--- src/fpe_pkg.sv ---
package fpe_pkg;

	// =====================================================================
	// register map
	localparam logic [15:0] CTRL_ADDR    = 16'hfe0b;
	localparam logic [15:0] PROTECT_ADDR = 16'hff80;
	localparam logic [15:0] ARRAY_LO     = 16'h8000;
	localparam logic [7:0]  CTRL_RESET   = 8'h00;

	// control register fields
	localparam int BIT_DIV_HI  = 7;
	localparam int BIT_DIV_LO  = 6;
	localparam int BIT_SIZE_HI = 5;
	localparam int BIT_SIZE_LO = 4;
	localparam int BIT_HIGH_VOLT_ENABLE    = 3;
	localparam int BIT_MARGIN  = 2;
	localparam int BIT_ERASE   = 1;
	localparam int BIT_PROGRAM = 0;

	// =====================================================================
	// protection start addresses per protect bit
	localparam logic [15:0] PROT_START_3 = 16'hc000;
	localparam logic [15:0] PROT_START_2 = 16'ha000;
	localparam logic [15:0] PROT_START_1 = 16'h9000;
	localparam logic [15:0] PROT_START_0 = 16'h8000;

	// =====================================================================
	// timing
	localparam int PAGE_BYTES     = 8;
	localparam int MARGIN_EXTRA   = 8;
	localparam int CLK_MHZ        = 10;
	localparam logic [2:0] MARGIN_LAST = 3'h7;

	typedef enum logic [1:0] {
		FPE_ERASE_FULL = 2'b00,
		FPE_ERASE_HALF = 2'b01,
		FPE_ERASE_OCT  = 2'b10,
		FPE_ERASE_ROW  = 2'b11
	} fpe_size_type;

endpackage

--- src/fpe_pump_div.sv ---
`timescale 1ns/1ps
`default_nettype none

// =====================================================================
// charge-pump clock divider
module fpe_pump_div (
	input  wire logic       mclk,
	input  wire logic       rst_n,
	input  wire logic [1:0] div_sel,
	input  wire logic       run,
	output logic            pump_clk
);

	logic [1:0] cnt_r;
	logic       pump_r;
	wire  logic bypass = (div_sel == 2'b00);
	wire  logic div4   = (div_sel == 2'b11);

	// 00 passes the bus clock, 01/10 halve it, 11 quarters it
	always_ff @(posedge mclk) begin
		if (!rst_n || !run) begin
			cnt_r  <= 2'h0;
			pump_r <= 1'b0;
		end else begin
			cnt_r  <= cnt_r + 2'h1;
			pump_r <= div4 ? cnt_r[1] : ~pump_r;
		end
	end

	// divide-by-one is gated clock; fine for analog pump, not for logic
	assign pump_clk = bypass ? (mclk & run) : pump_r;

endmodule

`default_nettype wire

--- src/fpe_ctrl.sv ---
`timescale 1ns/1ps
`default_nettype none

module fpe_ctrl (
	input  wire logic        mclk,
	input  wire logic        rst_n,
	input  wire logic [15:0] bus_addr,
	input  wire logic [7:0]  bus_wdata,
	input  wire logic        bus_wr,
	input  wire logic        bus_rd,
	output logic      [7:0]  bus_rdata,
	output logic             bus_wait,
	input  wire logic [7:0]  protect_byte,
	input  wire logic [7:0]  array_rdata,
	input  wire logic        hv_detect,
	output logic             array_hv,
	output logic             pump_clk,
	output logic             array_erase,
	output logic             array_program,
	output logic             array_margin,
	output logic [1:0]       erase_size,
	output logic [15:0]      erase_addr,
	output logic [12:0]      page_base,
	output logic [63:0]      page_data,
	output logic [7:0]       page_loaded,
	output logic             watchdog_run
);

	// =====================================================================
	// storage
	logic [7:0]  ctrl_r;
	logic [7:0]  prot_r;
	logic        prot_seen_r;
	logic        erase_armed_r;
	logic [15:0] erase_addr_r;
	logic [12:0] page_base_r;
	logic [63:0] page_data_r;
	logic [7:0]  page_loaded_r;
	logic [2:0]  margin_cnt_r;
	logic        margin_busy_r;
	logic [7:0]  rdata_r;
	logic [2:0]  hvd_s1_r;
	logic        hv_bypass_r;

	// =====================================================================
	// decode
	wire logic ctrl_hit  = (bus_addr == fpe_pkg::CTRL_ADDR);
	wire logic prot_hit  = (bus_addr == fpe_pkg::PROTECT_ADDR);
	wire logic array_hit = (bus_addr >= fpe_pkg::ARRAY_LO) && !ctrl_hit;
	wire logic wr_ctrl   = bus_wr && ctrl_hit;
	// the protect byte takes page writes only under the bypass
	wire logic wr_array  = bus_wr && array_hit &&
		(!prot_hit || hv_bypass_r);
	wire logic rd_prot   = bus_rd && prot_hit;
	wire logic rd_array  = bus_rd && array_hit && !prot_hit;

	// detect pin passes three stages; level moves when 2nd and 3rd agree
	wire logic hv_bypass = hv_bypass_r;

	wire logic cur_pgm = ctrl_r[fpe_pkg::BIT_PROGRAM];
	wire logic cur_ers = ctrl_r[fpe_pkg::BIT_ERASE];
	wire logic cur_hv  = ctrl_r[fpe_pkg::BIT_HIGH_VOLT_ENABLE];

	// =====================================================================
	// protection
	// lowest start of any set bit among bits 0 to 3; bits 7:4 are ignored; union equals lowest range
	function automatic logic [16:0] prot_start(input logic [7:0] p);
		if (p[0])
			prot_start = {1'b0, fpe_pkg::PROT_START_0};
		else if (p[1])
			prot_start = {1'b0, fpe_pkg::PROT_START_1};
		else if (p[2])
			prot_start = {1'b0, fpe_pkg::PROT_START_2};
		else if (p[3])
			prot_start = {1'b0, fpe_pkg::PROT_START_3};
		else
			prot_start = 17'h10000;
	endfunction

	// top end of the block that the given size erases
	function automatic logic [15:0] blk_top(input logic [15:0] a,
			input logic [1:0] s);
		unique case (s)
			fpe_pkg::FPE_ERASE_FULL: blk_top = 16'hffff;
			fpe_pkg::FPE_ERASE_HALF: blk_top = {a[15:14], 14'h3fff};
			fpe_pkg::FPE_ERASE_OCT:  blk_top = {a[15:9], 9'h1ff};
			fpe_pkg::FPE_ERASE_ROW:  blk_top = {a[15:6], 6'h3f};
		endcase
	endfunction

	wire logic [16:0] lock_from = prot_start(prot_r);
	wire logic [15:0] ers_top   = blk_top(erase_addr_r, ctrl_r[5:4]);
	wire logic [15:0] pg_top    = {page_base_r, 3'h7};
	// protect byte lives at the top; it sits inside any locked range
	wire logic ers_locked = !hv_bypass && erase_armed_r &&
		({1'b0, ers_top} >= lock_from);
	wire logic pgm_locked = !hv_bypass && (page_loaded_r != 8'h00) &&
		({1'b0, pg_top} >= lock_from);

	// =====================================================================
	// control register next value
	// pulse and settle waits are counted by software; no timers here
	logic [7:0] ctrl_nxt;
	logic       want_pgm;
	logic       want_ers;
	logic       hv_ok;
	always_comb begin
		ctrl_nxt = ctrl_r;
		want_pgm = bus_wdata[fpe_pkg::BIT_PROGRAM];
		want_ers = bus_wdata[fpe_pkg::BIT_ERASE];
		hv_ok    = 1'b0;
		if (wr_ctrl) begin
			ctrl_nxt[7:4] = bus_wdata[7:4];
			// already-set select holds; new one is refused
			if (want_pgm && want_ers) begin
				want_pgm = cur_pgm;
				want_ers = !cur_pgm && cur_ers;
			end else if (want_pgm && cur_ers) begin
				want_pgm = 1'b0;
			end else if (want_ers && cur_pgm) begin
				want_ers = 1'b0;
			end
			ctrl_nxt[fpe_pkg::BIT_PROGRAM] = want_pgm;
			ctrl_nxt[fpe_pkg::BIT_ERASE]   = want_ers;
			// select held through, protect read, target set
			hv_ok = prot_seen_r &&
				((cur_pgm && want_pgm && page_loaded_r != 8'h00) ||
				 (cur_ers && want_ers && erase_armed_r));
			ctrl_nxt[fpe_pkg::BIT_HIGH_VOLT_ENABLE] = bus_wdata[fpe_pkg::BIT_HIGH_VOLT_ENABLE] &&
				(hv_ok || cur_hv) && (want_pgm || want_ers);
			ctrl_nxt[fpe_pkg::BIT_MARGIN] =
				bus_wdata[fpe_pkg::BIT_MARGIN] &&
				!ctrl_nxt[fpe_pkg::BIT_HIGH_VOLT_ENABLE] && !cur_hv;
		end
		if (ers_locked)
			ctrl_nxt[fpe_pkg::BIT_ERASE] = 1'b0;
		if (pgm_locked)
			ctrl_nxt[fpe_pkg::BIT_PROGRAM] = 1'b0;
		if (!ctrl_nxt[fpe_pkg::BIT_PROGRAM] &&
				!ctrl_nxt[fpe_pkg::BIT_ERASE])
			ctrl_nxt[fpe_pkg::BIT_HIGH_VOLT_ENABLE] = 1'b0;
	end

	wire logic sel_rise = (ctrl_nxt[1:0] != 2'b00) && (ctrl_r[1:0] == 2'b00);
	wire logic [2:0] slot = bus_addr[2:0];

	// =====================================================================
	// sequential
	always_ff @(posedge mclk) begin
		if (!rst_n) begin
			ctrl_r      <= fpe_pkg::CTRL_RESET;
			hvd_s1_r    <= 3'h0;
			hv_bypass_r <= 1'b0;
		end else begin
			ctrl_r   <= ctrl_nxt;
			hvd_s1_r <= {hvd_s1_r[1:0], hv_detect};
			if (hvd_s1_r[1] == hvd_s1_r[2])
				hv_bypass_r <= hvd_s1_r[2];
		end
	end

	// protect byte latched on read, only counts after a select
	always_ff @(posedge mclk) begin
		if (!rst_n) begin
			prot_r      <= 8'h00;
			prot_seen_r <= 1'b0;
		end else if (ctrl_nxt[1:0] == 2'b00 || sel_rise) begin
			prot_seen_r <= 1'b0;
		end else if (rd_prot) begin
			prot_r      <= protect_byte;
			prot_seen_r <= 1'b1;
		end
	end

	// erase target: cared bits kept, data dropped
	always_ff @(posedge mclk) begin
		if (!rst_n) begin
			erase_addr_r  <= 16'h0000;
			erase_armed_r <= 1'b0;
		end else if (!ctrl_r[fpe_pkg::BIT_ERASE]) begin
			erase_armed_r <= 1'b0;
		end else if (wr_array && !cur_hv) begin
			erase_addr_r  <= bus_addr;
			erase_armed_r <= 1'b1;
		end
	end

	// page buffer on an 8-byte boundary
	always_ff @(posedge mclk) begin
		if (!rst_n) begin
			page_base_r   <= 13'h0000;
			page_data_r   <= 64'h0;
			page_loaded_r <= 8'h00;
		end else if (!ctrl_r[fpe_pkg::BIT_PROGRAM]) begin
			page_loaded_r <= 8'h00;
		end else if (wr_array && !cur_hv) begin
			page_base_r   <= bus_addr[15:3];
			page_data_r[slot*8 +: 8] <= bus_wdata;
			page_loaded_r <= ((page_base_r == bus_addr[15:3]) ?
				page_loaded_r : 8'h00) | (8'h01 << slot);
		end
	end

	// margin read stretch counter
	always_ff @(posedge mclk) begin
		if (!rst_n) begin
			margin_busy_r <= 1'b0;
			margin_cnt_r  <= 3'h0;
		end else if (margin_busy_r) begin
			margin_cnt_r  <= margin_cnt_r + 3'h1;
			margin_busy_r <= (margin_cnt_r != fpe_pkg::MARGIN_LAST);
		end else if (rd_array && ctrl_r[fpe_pkg::BIT_MARGIN]) begin
			margin_busy_r <= 1'b1;
			margin_cnt_r  <= 3'h0;
		end
	end

	// =====================================================================
	// read data; array data passes as sensed, erased bit is zero
	always_ff @(posedge mclk) begin
		if (!rst_n)
			rdata_r <= 8'h00;
		else if (ctrl_hit)
			rdata_r <= ctrl_r;
		else if (prot_hit)
			rdata_r <= protect_byte;
		else if (array_hit)
			rdata_r <= array_rdata;
		else
			rdata_r <= 8'h00;
	end

	assign bus_rdata = rdata_r;
	// stall the read; watchdog is never held back by it
	assign bus_wait      = margin_busy_r ||
		(rd_array && ctrl_r[fpe_pkg::BIT_MARGIN]);
	assign watchdog_run  = 1'b1;
	assign array_hv      = ctrl_r[fpe_pkg::BIT_HIGH_VOLT_ENABLE];
	assign array_erase   = ctrl_r[fpe_pkg::BIT_ERASE];
	assign array_program = ctrl_r[fpe_pkg::BIT_PROGRAM];
	assign array_margin  = ctrl_r[fpe_pkg::BIT_MARGIN];
	assign erase_size    = ctrl_r[5:4];
	assign erase_addr    = erase_addr_r;
	assign page_base     = page_base_r;
	assign page_data     = page_data_r;
	assign page_loaded   = page_loaded_r;

	fpe_pump_div u_div (
		.mclk     (mclk),
		.rst_n    (rst_n),
		.div_sel  (ctrl_r[7:6]),
		.run      (ctrl_r[fpe_pkg::BIT_HIGH_VOLT_ENABLE]),
		.pump_clk (pump_clk)
	);

endmodule

`default_nettype wire

--- config.mk ---
export PLATFORM = sky130hd
export DESIGN_NAME = fpe_ctrl
export DESIGN_NICKNAME = d
export VERILOG_FILES = /design/src/fpe_pkg.sv /design/src/fpe_pump_div.sv /design/src/fpe_ctrl.sv
export SDC_FILE = /design/constraint.sdc
export NUM_CORES = 1
export LEC_CHECK = 0
export BUFFER_PORTS_ARGS = -buffer_cell sky130_fd_sc_hd__buf_4
export CORE_MARGIN = 5
export CORE_UTILIZATION = 53
export DETAILED_ROUTE_END_ITERATION = 10
export PLACE_DENSITY = 0.82
export REMOVE_ABC_BUFFERS = 1
export SYNTH_ARGS = -nofsm -noshare
export SYNTH_HDL_FRONTEND = slang
export SYNTH_HIERARCHICAL = 1
export SYNTH_SLANG_ARGS = --single-unit
--- constraint.sdc ---
create_clock -name mclk -period 2.8 [get_ports mclk]
set_clock_uncertainty 0.05 [all_clocks]
set_input_delay 0.28 -clock mclk [delete_from_list [all_inputs] [get_ports mclk]]
set_output_delay 0.28 -clock mclk [all_outputs]
set_load 0.01 [all_outputs]
# == After elaboration in Yosys (flattened, before gate mapping) ==
# Index checks and enable logic that the tools add are counted.
# word_totals
ff_bits,134
out_inout_bits,118
in_bits,45
# classes
n_addsub,3
mux,26
n_eq_ne,9
magnitude_cmp,3
shifts,3
reduce_logical,58
bitwise,5
# op_table
cell,n
17-bit two-way mux,4
64-bit bitwise mux,1
16-bit one-hot mux with 4 select lines,1
8-bit by 34-bit variable shift with 64-bit output (first input constant),1
8-bit by 34-bit indexed part select with 64-bit output,1
16-bit by 17-bit >= comparator with 1-bit output,2
6-bit negation with 34-bit output,1
16-bit == test (second input constant),2
8-bit two-way mux,4
1-bit logical AND,28
16-bit >= comparator (second input constant),1
13-bit == test,1
1-bit two-way mux,13
2-bit AND reduction,5
1-bit zero test,9
2-bit zero test,4
8-bit bitwise OR,1
8-bit nonzero test,1
1-bit by 3-bit << shifter with 8-bit output (first input constant),1
1-bit logical OR,7
2-bit == test (second input constant),3
3-bit two-way mux,2
2-bit nonzero test,2
2-bit OR reduction,2
8 further kinds,10

# == Logic depth before layout (Yosys ltp) ==
# depth
word_depth,15
mapped_depth,10
ltp_nobuf,9

# == Hierarchy ==
# The synthesis kept the hierarchy.
# modules_own_cells
module,seq_area_each_um2,cells_per_inst,area_per_inst_um2,n_inst
fpe_ctrl,2622.5,642,5983.2,1
fpe_pump_div,60.1,13,117.6,1

==> impl_metrics.toml <==
[detailed_routing]
post_drt_wl_per_cell_um = 17.7
ant_nets = 0
first_pass_iters = 5
drc_errors = 0
vias = 5452
drt-initial-drc-count = 401
avgViaCountPerCell = 5.55
routed_wl_um = 17400

[grt]
antenna_found_initial = 0
grt_pass1_wl_um = 27700
grt_overflow = 0
track_usage_pct = 26.0
grt_start_max_net_pins = 55
first_global_vias = 5615

[synth]
synth_cell_types = 59
avgSynthCellArea_um2 = 9.31
synth_edf_count = 0
yosysWarnings = 6
synthTopCellsByArea = "dfxtp_1, mux2i_1, nand2_1"
synth_most_common_cell = "dfxtp_1"
async_reset_ff_share_pct = 0
yosysSeqAreaShare_pct = 44.0
syn_area_um2 = 6100
synthCells = 655
synth_top_area_cell = "dfxtp_1"
synth_top_area_share_pct = 44.0
ys.flop_type = "dfxtp_1"
synth_seq_cells = 134
yosys-top-cells-count = "dfxtp_1, nand2_1, nor2b_1"

[worst_setup_path]
cp.arrival_ps = 2300
regToRegSetupSlack_ps = 430
worstSetupPathType = "input port to output pin"
r2r-end = "prot_r[0]"
cp-start-kind = "input port"
crit_path_end_kind = "output pin"
r2r_start = "prot_r[0]"
crit_fanout = 5
r2r_cells = 8
critPathRequiredTime_ps = 2470

[floorplan]
die-area_um2 = 13800
die_w_um = 117
start_util_pct = 53.7
dieHeight_um = 117
io_pins = 163
rows = 39
core_um2 = 11400

[sta]
worst_pin_slew_ps = 933
slew_headroom_pct = 37.7
clock.fmax_mhz = 381
setup_viol = 0
final_hold_viol_count = 0
slew_violations = 0
setup_tns_ps = 0
fin_crit_ps = 2630
finalCritPeriodShare_pct = 93.9
whs_ps = 14.2
rsz0062_at_grt = "false"

[job]
max_cap_viol_count = 0

[clock_tree]
clk_latency_ps = 530
cts.clk_slew.worst_paths_ps = 50
tritoncts = "done"

[final_layout]
finalInstanceArea_um2 = 8300
drive_gt1_share_pct = 27.3
nets = 885
antenna_cells = 0
syn_to_final_growth_pct = 36.1

[min_path]
whs_endpoint = "page_base[9]"
whs_path_depth = 3
hp-class = "input port to register"
min_from = "bus_addr[12]"

[power_and_ir_drop]
ir_drop_v = 0.000464
total_power_w = 0.00489
p_leak_nw = 3.70
p_per_area_nw_per_um2 = 589

[placed_design]
portBuffers = 161
dp_hpwl_um = 12200
place_congestion = 0.903
placed_area_um2 = 7400

[outcome]
outcome = "completed"
-- logic make-up (layout without fill, tap and decap cells) --
| group | Yosys count | in the layout | synth area share [%] |
|---|---|---|---|
| flops | 134 | 134 | 44.0 |
| simple gates | 286 | 286 | 24.6 |
| fa+ha+maj | 14 | 14 | 2.87 |
| compound gates | 105 | 105 | 14.4 |
| other cells | 1 | 1 | 0.0615 |
| mux | 53 | 53 | 8.70 |
| buf+inv | 48 | 232 | 3.40 |
| xor+xnor | 14 | 14 | 2.01 |
-- sequential cells by signal (all words and copies together) (netlist names) --
name and count:
hv_bypass 1, page_data 64, u_div/pump_r 1, ctrl_r 8, erase_armed_r 1, margin_cnt_r 3
bus_rdata 8, hvd_s1_r 3, prot_seen_r 1, u_div/cnt_r 2, erase_addr 16, page_loaded 8
margin_busy_r 1, prot_r 4, page_base 13
-- per-stage QoR --
stage | util [%] | cells | worst slack [ps]
finish | 73.0 | 982 | 172
global route | 73.0 | 982 | 36.1
CTS | 72.7 | 978 | 2.46
detailed placement | 65.1 | 931 | 126
global placement | 65.1 | 931 | 297
floorplan | - | 616 | 78.3
-- power breakdown --
part	internal [W]	switching (W)
logic	0.000121	0.000137
clock network	0.00187	0.000842
registers	0.00191	0.00000240
total	0.00391	0.000982
-- how the worst max path moves through the flow --
stage / startpoint / endpoint / slack [ps] / depth (start not counted)
floorplan: bus_addr[0] / page_data[0] / 80 / 8
global placement: bus_addr[0] / erase_addr[8] / 300 / 9
detailed placement: bus_addr[0] / ctrl_r[2] / 130 / 8
CTS: bus_addr[7] / bus_wait / 2 / 8
global route: bus_addr[7] / bus_wait / 40 / 8
finish: bus_addr[7] / bus_wait / 170 / 8
-- cell usage in the layout (no fill, tap or decap), types with 8 or more instances in the layout --
| cell | instances |
|---|---|
| dlygate4sd3_1 | 12 |
| o211a_1 | 9 |
| a21boi_0 | 50 |
| dfxtp_1 | 134 |
| inv_1 | 9 |
| buf_4 | 176 |
| xor2_1 | 8 |
| mux2i_1 | 53 |
| nor2b_1 | 55 |
| ha_1 | 14 |
| clkbuf_16 | 20 |
| nor2_1 | 17 |
| o211ai_1 | 8 |
| and2_1 | 28 |
| nand2_1 | 122 |
| nand3_1 | 19 |
-- metal layers --
metal	wire length [µm]	global-route usage, %
met5	0	0
met1	6910	31.3
met2	8730	43.0
met3	1200	6.68
met4	510	12.6
-- critical path, cell delays in order --
cell           delay [ps]
dlygate4sd3_1         540
buf_4                 160
nor4bb_2              360
nor4b_4               410
nor3_1                130
nor2_2                190
inv_1                  80
buf_4                 150
-- what timing repair did --
action / CTS / global route
endpoints found under the hold margin: 17 / 0
setup endpoints to repair: 0 / 6
hold buffers: 12 / 0
buffers inserted: 0 / 4
resized for setup: 0 / 2
-- cell type report --
type | instances | area (µm²)
tap | 143 | 179
timing repair buffer | 187 | 1430
fill | 809 | 3070
inverter | 9 | 33.8
multi-input combinational | 473 | 3220
clock inverter | 13 | 228
clock buffer | 23 | 526
sequential | 134 | 2680
(Power assumes the default switching activity.)
